<file path="src/common/bmt_pkg.sv">
// Constants and types for the bus-master channel translation block
// Function
// - I/O load/store multiple is handled exactly like a string op of equal length
// - Bus mapping decides system memory versus bus-to-bus for each master memory-space access
// - Enabled channel targeting the expansion bus: only monitor, check address parity
// - Bus-to-bus monitoring also checks card-selected feedback when prevent bit is 0
// - I/O space master accesses check parity on address bits 0 to 15 only
// - System memory accesses are translated through the in-memory entry table
// - For masters, I/O space is disjoint from bus memory, chosen by M/IO
// - Channels 0 to 14 own a status register; channel 0xF has none
// - After arbitration the winner's status register governs the transfer
// - Translation works on 4 KB pages, one entry per page
// - Status bits 0-3: 0x0 disabled, 0x1 enabled, 0x2-0xF error codes
// - Enable and disable commands update status bits 0-3
// - Software clears bit 4 for bus-master use; hardware never changes it
// - Prevent bit 1 suppresses logging and disabling only for bus-to-bus monitoring
// - Errors during system memory transfers always log and disable the channel
// - Uncertain target with prevent bit 1: treat as bus-to-bus, no logging
// - System address is real page number plus low 12 bus address bits
// - Entry k maps bus page k, entry zero from address zero
// - Any error reading translation entries reports a table access error
// - Entry mapping information is used only when its page is mapped
package bmt_pkg;
  // ---------------------------------------------------------------
  // Channel status and control layout
  // ---------------------------------------------------------------
  localparam int CSR_W = 6;
  localparam int CSR_SLAVE_BIT = 4;
  localparam int CSR_PREVENT_BIT = 5;
  localparam logic [5:0] CSR_RESET = 6'h00;
  localparam int NUM_CHAN = 15;
  localparam logic [3:0] NO_CSR_CHAN = 4'hF;
  // ---------------------------------------------------------------
  // Status codes
  // ---------------------------------------------------------------
  localparam logic [3:0] STAT_DISABLED = 4'h0;
  localparam logic [3:0] STAT_ENABLED = 4'h1;
  localparam logic [3:0] ERR_ADDR_PARITY = 4'h2;
  localparam logic [3:0] ERR_CARD_SEL = 4'h3;
  localparam logic [3:0] ERR_XLT_ACCESS = 4'h4;
  localparam logic [3:0] ERR_PAGE_UNMAPPED = 4'h5;
  localparam logic [3:0] ERR_XLT_RANGE = 4'h6;
  // ---------------------------------------------------------------
  // Translation entry and addressing
  // ---------------------------------------------------------------
  localparam int PAGE_BITS = 12;
  localparam int XLT_PAGE_LSB = 12;
  localparam logic [1:0] XLT_MAPPED = 2'h3;
  localparam int BUS_BLOCK_LSB = 20;
  // ---------------------------------------------------------------
  // Controller states
  // ---------------------------------------------------------------
  typedef enum logic [1:0] {
    ST_IDLE = 2'h0,
    ST_SELECT = 2'h1,
    ST_ROUTE = 2'h3,
    ST_XLT_WAIT = 2'h2
  } bmt_state_e;
endpackage

</file>
<file path="src/verilog/bmt_bridge.sv">
// Bus-master routing, monitoring and page translation top
`timescale 1ns/10ps
`default_nettype none
module bmt_bridge (
  input wire logic CORE_CLK,
  input wire logic RESET,
  input wire logic CSR_WR,
  input wire logic CSR_RD,
  input wire logic [3:0] CSR_CHAN,
  input wire logic [31:0] CSR_WDATA,
  output logic [31:0] CSR_RDATA,
  input wire logic CMD_ENABLE,
  input wire logic CMD_DISABLE,
  input wire logic [3:0] CMD_CHAN,
  input wire logic IO_OP_VALID,
  input wire logic [7:0] IO_OP_LEN,
  output logic IO_STR_GO,
  output logic [7:0] IO_STR_LEN,
  input wire logic BM_START,
  input wire logic [3:0] BM_CHAN,
  input wire logic [31:0] BM_ADDR,
  input wire logic [3:0] BM_PAR,
  input wire logic BM_MIO,
  input wire logic BM_CARD_FB,
  input wire logic BUS_MAP_EN,
  input wire logic [11:0] BUS_MAP_BLOCK,
  input wire logic [31:0] XLT_BASE,
  input wire logic [19:0] XLT_ENTRIES,
  output logic MEM_RD_REQ,
  output logic [31:0] MEM_RD_ADDR,
  input wire logic MEM_RD_ACK,
  input wire logic MEM_RD_ERR,
  input wire logic [31:0] MEM_RD_DATA,
  output logic SYS_VALID,
  output logic [31:0] SYS_ADDR,
  output logic BM_MONITOR,
  output logic ERR_LOGGED,
  output logic [3:0] ERR_CODE
);
  // ---------------------------------------------------------------
  // Pin synchronisers
  // ---------------------------------------------------------------
  localparam int PW = 43;
  logic [PW-1:0] pin_s1;
  logic [PW-1:0] pin_s2;
  logic start_d;
  logic s_start;
  logic [3:0] s_chan;
  logic [31:0] s_addr;
  logic [3:0] s_par;
  logic s_mio;
  logic s_fb;
  logic start_edge;

  always_ff @(posedge CORE_CLK or posedge RESET) begin
    if (RESET) begin
      pin_s1 <= '0;
      pin_s2 <= '0;
      start_d <= 1'b0;
    end else begin
      pin_s1 <= {BM_START, BM_CHAN, BM_ADDR, BM_PAR, BM_MIO, BM_CARD_FB};
      pin_s2 <= pin_s1;
      start_d <= s_start;
    end
  end

  assign {s_start, s_chan, s_addr, s_par, s_mio, s_fb} = pin_s2;
  assign start_edge = s_start & ~start_d;

  // ---------------------------------------------------------------
  // Parity and register bank
  // ---------------------------------------------------------------
  logic s_par_err;
  logic log_valid;
  logic [3:0] log_code;
  logic [5:0] sel_csr;
  logic [5:0] rd_csr;
  bmt_pkg::bmt_state_e state;
  bmt_pkg::bmt_state_e next_state;
  logic [3:0] cur_chan;
  logic [31:0] cur_addr;
  logic cur_mio;
  logic cur_fb;
  logic cur_par_err;
  logic [5:0] cur_csr;

  bmt_addr_parity u_par (
    .addr(s_addr),
    .par(s_par),
    .io_space(~s_mio),
    .err(s_par_err)
  );

  bmt_csr_bank #(
    .NUM_CHAN(bmt_pkg::NUM_CHAN)
  ) u_bank (
    .clk(CORE_CLK),
    .rst(RESET),
    .sw_wr(CSR_WR),
    .sw_chan(CSR_CHAN),
    .sw_wdata(CSR_WDATA[5:0]),
    .cmd_en(CMD_ENABLE),
    .cmd_dis(CMD_DISABLE),
    .cmd_chan(CMD_CHAN),
    .log_valid(log_valid),
    .log_chan(cur_chan),
    .log_code(log_code),
    .sel_chan(cur_chan),
    .sel_csr(sel_csr),
    .rd_chan(CSR_CHAN),
    .rd_csr(rd_csr)
  );

  // ---------------------------------------------------------------
  // Routing decision
  // ---------------------------------------------------------------
  logic prevent;
  logic map_hit;
  logic bus2bus;
  logic [19:0] page;
  logic [31:0] xlt_addr;
  logic [19:0] xlt_page;
  logic xlt_mapped;

  always_comb begin
    prevent = cur_csr[bmt_pkg::CSR_PREVENT_BIT];
    map_hit = (cur_addr[31:bmt_pkg::BUS_BLOCK_LSB] == BUS_MAP_BLOCK);
    // I/O space never reaches system memory
    bus2bus = ~cur_mio | (BUS_MAP_EN & map_hit);
    page = cur_addr[31:bmt_pkg::PAGE_BITS];
    xlt_addr = XLT_BASE + {10'h000, page, 2'h0};
    xlt_page = MEM_RD_DATA[31:bmt_pkg::XLT_PAGE_LSB];
    xlt_mapped = (MEM_RD_DATA[1:0] == bmt_pkg::XLT_MAPPED);
  end

  // ---------------------------------------------------------------
  // Transfer controller
  // ---------------------------------------------------------------
  logic next_mem_req;
  logic [31:0] next_mem_addr;
  logic next_sys_valid;
  logic [31:0] next_sys_addr;
  logic next_monitor;
  logic next_err_logged;
  logic [3:0] next_err_code;
  logic [3:0] next_chan;
  logic [31:0] next_addr;
  logic next_mio;
  logic next_fb;
  logic next_par_err;
  logic [5:0] next_csr;
  logic [31:0] next_rdata;
  logic next_io_go;
  logic [7:0] next_io_len;

  always_comb begin
    next_state = state;
    next_chan = cur_chan;
    next_addr = cur_addr;
    next_mio = cur_mio;
    next_fb = cur_fb;
    next_par_err = cur_par_err;
    next_csr = cur_csr;
    next_mem_req = MEM_RD_REQ;
    next_mem_addr = MEM_RD_ADDR;
    next_sys_valid = 1'b0;
    next_sys_addr = SYS_ADDR;
    next_monitor = 1'b0;
    log_valid = 1'b0;
    log_code = bmt_pkg::STAT_DISABLED;
    case (state)
      bmt_pkg::ST_IDLE: begin
        if (start_edge) begin
          next_chan = s_chan;
          next_addr = s_addr;
          next_mio = s_mio;
          next_fb = s_fb;
          next_par_err = s_par_err;
          next_state = bmt_pkg::ST_SELECT;
        end
      end
      bmt_pkg::ST_SELECT: begin
        next_csr = sel_csr;
        if (cur_chan == bmt_pkg::NO_CSR_CHAN || sel_csr[3:0] != bmt_pkg::STAT_ENABLED) begin
          next_state = bmt_pkg::ST_IDLE;
        end else begin
          next_state = bmt_pkg::ST_ROUTE;
        end
      end
      bmt_pkg::ST_ROUTE: begin
        next_state = bmt_pkg::ST_IDLE;
        if (cur_par_err) begin
          if (prevent) begin
            next_monitor = 1'b1;
          end else begin
            log_valid = 1'b1;
            log_code = bmt_pkg::ERR_ADDR_PARITY;
          end
        end else if (bus2bus) begin
          next_monitor = 1'b1;
          if (!prevent && !cur_fb) begin
            log_valid = 1'b1;
            log_code = bmt_pkg::ERR_CARD_SEL;
          end
        end else if (page >= XLT_ENTRIES) begin
          log_valid = 1'b1;
          log_code = bmt_pkg::ERR_XLT_RANGE;
        end else begin
          next_mem_req = 1'b1;
          next_mem_addr = xlt_addr;
          next_state = bmt_pkg::ST_XLT_WAIT;
        end
      end
      bmt_pkg::ST_XLT_WAIT: begin
        if (MEM_RD_ACK) begin
          next_mem_req = 1'b0;
          next_state = bmt_pkg::ST_IDLE;
          if (MEM_RD_ERR) begin
            log_valid = 1'b1;
            log_code = bmt_pkg::ERR_XLT_ACCESS;
          end else if (xlt_mapped) begin
            next_sys_valid = 1'b1;
            next_sys_addr = {xlt_page, cur_addr[bmt_pkg::PAGE_BITS-1:0]};
          end else begin
            log_valid = 1'b1;
            log_code = bmt_pkg::ERR_PAGE_UNMAPPED;
          end
        end
      end
      default: begin
        next_state = bmt_pkg::ST_IDLE;
      end
    endcase
    next_err_logged = log_valid;
    next_err_code = log_valid ? log_code : ERR_CODE;
    next_rdata = CSR_RD ? {26'h0, rd_csr} : CSR_RDATA;
    // Multiple and string requests arrive as one byte-length request
    next_io_go = IO_OP_VALID;
    next_io_len = IO_OP_VALID ? IO_OP_LEN : IO_STR_LEN;
  end

  always_ff @(posedge CORE_CLK or posedge RESET) begin
    if (RESET) begin
      state <= bmt_pkg::ST_IDLE;
      cur_chan <= 4'h0;
      cur_addr <= 32'h00000000;
      cur_mio <= 1'b0;
      cur_fb <= 1'b0;
      cur_par_err <= 1'b0;
      cur_csr <= bmt_pkg::CSR_RESET;
      MEM_RD_REQ <= 1'b0;
      MEM_RD_ADDR <= 32'h00000000;
      SYS_VALID <= 1'b0;
      SYS_ADDR <= 32'h00000000;
      BM_MONITOR <= 1'b0;
      ERR_LOGGED <= 1'b0;
      ERR_CODE <= 4'h0;
      CSR_RDATA <= 32'h00000000;
      IO_STR_GO <= 1'b0;
      IO_STR_LEN <= 8'h00;
    end else begin
      state <= next_state;
      cur_chan <= next_chan;
      cur_addr <= next_addr;
      cur_mio <= next_mio;
      cur_fb <= next_fb;
      cur_par_err <= next_par_err;
      cur_csr <= next_csr;
      MEM_RD_REQ <= next_mem_req;
      MEM_RD_ADDR <= next_mem_addr;
      SYS_VALID <= next_sys_valid;
      SYS_ADDR <= next_sys_addr;
      BM_MONITOR <= next_monitor;
      ERR_LOGGED <= next_err_logged;
      ERR_CODE <= next_err_code;
      CSR_RDATA <= next_rdata;
      IO_STR_GO <= next_io_go;
      IO_STR_LEN <= next_io_len;
    end
  end
endmodule
`default_nettype wire

</file>
<file path="src/verilog/bmt_addr_parity.sv">
// Odd parity check of a bus-master address, per byte
`timescale 1ns/10ps
`default_nettype none
module bmt_addr_parity (
  input wire logic [31:0] addr,
  input wire logic [3:0] par,
  input wire logic io_space,
  output logic err
);
  logic [3:0] bad;

  always_comb begin
    for (int i = 0; i < 4; i++) begin
      bad[i] = ~(^{addr[8*i +: 8], par[i]});
    end
    // I/O space only covers the low 16 address bits
    err = io_space ? (bad[0] | bad[1]) : (|bad);
  end
endmodule
`default_nettype wire

</file>
<file path="src/verilog/bmt_csr_bank.sv">
// Bank of per-channel status and control registers
`timescale 1ns/10ps
`default_nettype none
module bmt_csr_bank #(
  parameter int NUM_CHAN = bmt_pkg::NUM_CHAN
) (
  input wire logic clk,
  input wire logic rst,
  input wire logic sw_wr,
  input wire logic [3:0] sw_chan,
  input wire logic [5:0] sw_wdata,
  input wire logic cmd_en,
  input wire logic cmd_dis,
  input wire logic [3:0] cmd_chan,
  input wire logic log_valid,
  input wire logic [3:0] log_chan,
  input wire logic [3:0] log_code,
  input wire logic [3:0] sel_chan,
  output logic [5:0] sel_csr,
  input wire logic [3:0] rd_chan,
  output logic [5:0] rd_csr
);
  logic [5:0] csr [NUM_CHAN];
  logic [5:0] next_csr [NUM_CHAN];

  // ---------------------------------------------------------------
  // Update: device log beats software write beats command
  // ---------------------------------------------------------------
  always_comb begin
    for (int i = 0; i < NUM_CHAN; i++) begin
      next_csr[i] = csr[i];
      if (cmd_en && cmd_chan == 4'(i)) begin
        next_csr[i][3:0] = bmt_pkg::STAT_ENABLED;
      end else if (cmd_dis && cmd_chan == 4'(i)) begin
        next_csr[i][3:0] = bmt_pkg::STAT_DISABLED;
      end
      if (sw_wr && sw_chan == 4'(i)) begin
        next_csr[i] = sw_wdata;
      end
      // Hardware touches only the status field, never the slave flag
      if (log_valid && log_chan == 4'(i)) begin
        next_csr[i][3:0] = log_code;
      end
    end
  end

  always_ff @(posedge clk or posedge rst) begin
    if (rst) begin
      for (int i = 0; i < NUM_CHAN; i++) begin
        csr[i] <= bmt_pkg::CSR_RESET;
      end
    end else begin
      for (int i = 0; i < NUM_CHAN; i++) begin
        csr[i] <= next_csr[i];
      end
    end
  end

  // Channel 0xF has no register and reads zero
  always_comb begin
    sel_csr = (sel_chan < 4'(NUM_CHAN)) ? csr[sel_chan] : 6'h00;
    rd_csr = (rd_chan < 4'(NUM_CHAN)) ? csr[rd_chan] : 6'h00;
  end
endmodule
`default_nettype wire

</file>
<file path="config.mk">
export PLATFORM = sky130hd
export DESIGN_NAME = bmt_bridge
export DESIGN_NICKNAME = d
export VERILOG_FILES = /design/src/common/bmt_pkg.sv /design/src/verilog/bmt_bridge.sv /design/src/verilog/bmt_addr_parity.sv /design/src/verilog/bmt_csr_bank.sv
export SDC_FILE = /design/constraint.sdc
export NUM_CORES = 1
export LEC_CHECK = 0
export BUFFER_PORTS_ARGS = -buffer_cell sky130_fd_sc_hd__buf_2
export CORE_MARGIN = 5
export CORE_UTILIZATION = 30
export DETAILED_ROUTE_END_ITERATION = 6
export GPL_TIMING_DRIVEN = 0
export PLACE_DENSITY = 0.46
export SYNTH_ARGS = -nofsm -noshare
export SYNTH_HDL_FRONTEND = slang
export SYNTH_SLANG_ARGS = --single-unit
</file>
<file path="constraint.sdc">
create_clock -name CORE_CLK -period 11.8 [get_ports CORE_CLK]
set_input_delay 2.36 -clock CORE_CLK [delete_from_list [all_inputs] [get_ports CORE_CLK]]
set_output_delay 2.36 -clock CORE_CLK [all_outputs]
set_load 0.02 [all_outputs]
</file>
==> flow_metrics.tcl <==
set metrics [dict create \
    fin_util 0.373 \
    dr_wl_met3_um 3270 \
    nFillCells 4868 \
    clock_path_buffers 3 \
    coreArea_um2 48600 \
    regToRegEndpoint "u_bank.csr[61]" \
    track_usage 0.169 \
    layout_min_cycle_time_ps 4750 \
    hold_depth 0 \
    worstPathRequired_ps 12220 \
    worstMarginPinSlew_ps 1410 \
    place_congestion 0.868 \
    p_leak_uw 0.00822 \
    clock_skew_ps 30.3 \
    crit_chain "buf_2 > inv_1 > ha_1 > a21o_1 > a21o_1 > a21oi_1 > o21ai_1 > o21bai_2 > and2_0 > clkbuf_1 > buf_2 > o22ai_1" \
    cts_tree "built" \
    cts_resized 0 \
    crit_fanout 10 \
    drt.antenna.violating_nets 0 \
    met2WireLength_um 21200 \
    fp.dieW_um 231 \
    ctsHoldBuffers 0 \
    async_flop_share 1.00 \
    drive_gt1_frac 0.311 \
    worstSetupPathType "input port to register" \
    grt_pass1_vias 11800 \
    slowest_delay_ps 500 \
    end_kind "register" \
    clock-sinks 305 \
    status "completed" \
    r2r_cells 10 \
    boundaryPins 310 \
    yosysSeqAreaShare 0.520 \
    min_to "pin_s2[19]" \
    vias 11300 \
    grt_pass1_wl_um 70200 \
    syn2layout_area_growth_pct 23.6 \
    ys_warn_count 0 \
    netlist_area_um2 14700 \
    drv_slew 0 \
    rsz0062_at_grt "false" \
    max_cap_violations 0 \
    slowest_stage "o21bai_2" \
    port_buffers 244 \
    fin_cells 2241 \
    timing.final.crit_share 0.403 \
    synth-edff-count 0 \
    synth_area_leader_cell "dfrtp_1" \
    grt_overflow 0 \
    p_per_area_nw_per_um2 224 \
    antenna_found_initial 7 \
    final_cell_area_um2 18100 \
    rr_startpoint "cur_addr[29]" \
    cts.htree.levels 2 \
    setup_violations 0 \
    cts_root_buffer "clkbuf_16" \
    fin_nets 1827 \
    fp-row-count 81 \
    rrSetupSlack_ps 8400 \
    finalHoldViolCount 0 \
    routed_via_density 5.04 \
    synthCells 1277 \
    multi_input_area_um2 6550 \
    start_kind "input port" \
    max-vdd-ir-drop_mv 0.127 \
    tns_ps 0 \
    place_area_um2 16800 \
    synth_area_leaders "dfrtp_1 52%, mux2_2 8.5%, mux4_2 4.9%, ha_1 3.4%, xnor2_1 3.0%" \
    avgSynthCellArea_um2 11.5 \
    dp_cells 2171 \
    hpwlAfterDp_um 34000 \
    worstPathArrival_ps 5180 \
    worstSkewPairLatency_ps 560 \
    maxUsedRoutingLayer "met5" \
    fp.dieH_um 231 \
    max_freq_ghz 0.210 \
    grt_max_degree 119 \
    wl_per_cell_um 20.4 \
    numCtsBuffers 38 \
    ys_seq_elements 305 \
    regArea_um2 7630 \
    min_from "pin_s1[19]" \
    max_slew_margin 0.0561 \
    start_util 0.302 \
    worst_hold_path_type "register to register" \
    drc 0 \
    die-area_um2 53400 \
    drt_iter0_drc 786 \
    drt-met1-wl_um 20100 \
    wl_um 45700 \
    cts_setup_buffers 0 \
    synth_cell_types 62 \
    clkTransAtPathRegs_ps 60 \
    yosys_most_used_dff "dfrtp_1" \
    first_pass_iters 6 \
    synth_top_area_frac 0.520 \
]
-- state kept, by name, indices dropped and copies added, names as in the netlist, 3 cells and up --
register / flops
u_bank.csr: 90
pin_s1: 43
pin_s2: 43
MEM_RD_ADDR: 32
SYS_ADDR: 32
cur_addr: 32
IO_STR_LEN: 8
CSR_RDATA: 6
cur_chan: 4
ERR_CODE: 3
-- cell families (layout without fill, tap and decap cells) --
kind of cell               count (synthesis)  count (layout)  share of synthesized area
xor gates and xnor gates                  61              61                     0.0364
and+or+nand+nor                          296             296                     0.0946
AOI/OAI and AO/OA                        276             276                      0.121
DFF                                      305             305                      0.520
muxes                                    169             169                      0.152
adders and majority gates                 41              41                     0.0355
buffers and inverters                    128             442                     0.0405
other                                      1              29                   0.000256
-- per-layer routing --
layer | GRT usage | up-vias
met3 | 0.0419 | 98
met4 | 0.0494 | 8
met5 | 0 | -
met1 | 0.226 | 5551
li1 | - | 5228
met2 | 0.272 | 406
-- worst max-delay path: cells and delay by family --
family	cells	cell delay [ps]
compound gates	6	1450
fa+ha+maj	1	290
buf+inv	4	880
simple gates	1	190
-- synthesized netlist by cell type, types with 15 or more instances --
| cell | instances |
|---|---|
| dfrtp_1 | 305 |
| mux2_2 | 111 |
| nor2_1 | 107 |
| nand2_1 | 78 |
| o21ai_0 | 73 |
| o22ai_1 | 50 |
| xnor2_1 | 50 |
| clkbuf_1 | 45 |
| a22oi_1 | 44 |
| inv_1 | 44 |
| ha_1 | 40 |
| mux4_2 | 32 |
| a21oi_1 | 29 |
| buf_4 | 28 |
| mux2i_1 | 26 |
| a31oi_1 | 23 |
| nand3_1 | 22 |
| nor3_1 | 15 |
-- how the worst max path moves through the flow --
stage | cells after the start | to | slack, ps | startpoint
floorplan | 1 | BM_MONITOR | 1010 | RESET
global placement | 2 | MEM_RD_ADDR[8] | -2950 | RESET
detailed placement | 12 | u_bank.csr[61] | 6480 | XLT_ENTRIES[17]
CTS | 12 | u_bank.csr[61] | 7070 | XLT_ENTRIES[17]
global route | 11 | state[1] | 6890 | XLT_ENTRIES[15]
finish | 12 | u_bank.csr[61] | 7050 | XLT_ENTRIES[17]
-- where the power goes --
part / switching, µW / internal (µW) / leakage (µW)
clock: 489 / 697 / 0.000636
combinational: 753 / 591 / 0.00379
sequential: 224 / 1300 / 0.00380
-- metrics by stage --
step / total power (µW) / hold WS (ps) / setup WS (ps)
finish: 4060 / 340 / 7050
global route: 4320 / 349 / 6890
CTS: 4110 / 338 / 7070
floorplan: 2410 / 331 / 1010
detailed placement: 2890 / 335 / 6480
global placement: 2870 / 332 / -2950
-- final cells by class --
cell class | instances | area share
buffer | 84 | 0.0237
antenna | 2 | 0.000276
sequential | 305 | 0.421
clock inverter | 18 | 0.0120
inverter | 44 | 0.00952
tap | 622 | 0.0429
multi-input combinational | 870 | 0.361
timing repair buffer | 246 | 0.0703
clock buffer | 50 | 0.0593
-- placed cells by master, fill, tap and decap left out, types with 26 or more instances in the layout --
cell | synthesis | layout
a21oi_1 | 29 | 29
a22oi_1 | 44 | 44
buf_2 | 7 | 251
buf_4 | 28 | 28
clkbuf_1 | 45 | 49
clkbuf_16 | 0 | 38
conb_1 | 1 | 27
dfrtp_1 | 305 | 305
ha_1 | 40 | 40
inv_1 | 44 | 43
mux2_2 | 111 | 111
mux2i_1 | 26 | 26
mux4_2 | 32 | 32
nand2_1 | 78 | 78
nor2_1 | 107 | 107
o21ai_0 | 73 | 73
o22ai_1 | 50 | 50
xnor2_1 | 50 | 50
(Power assumes the default switching activity.)
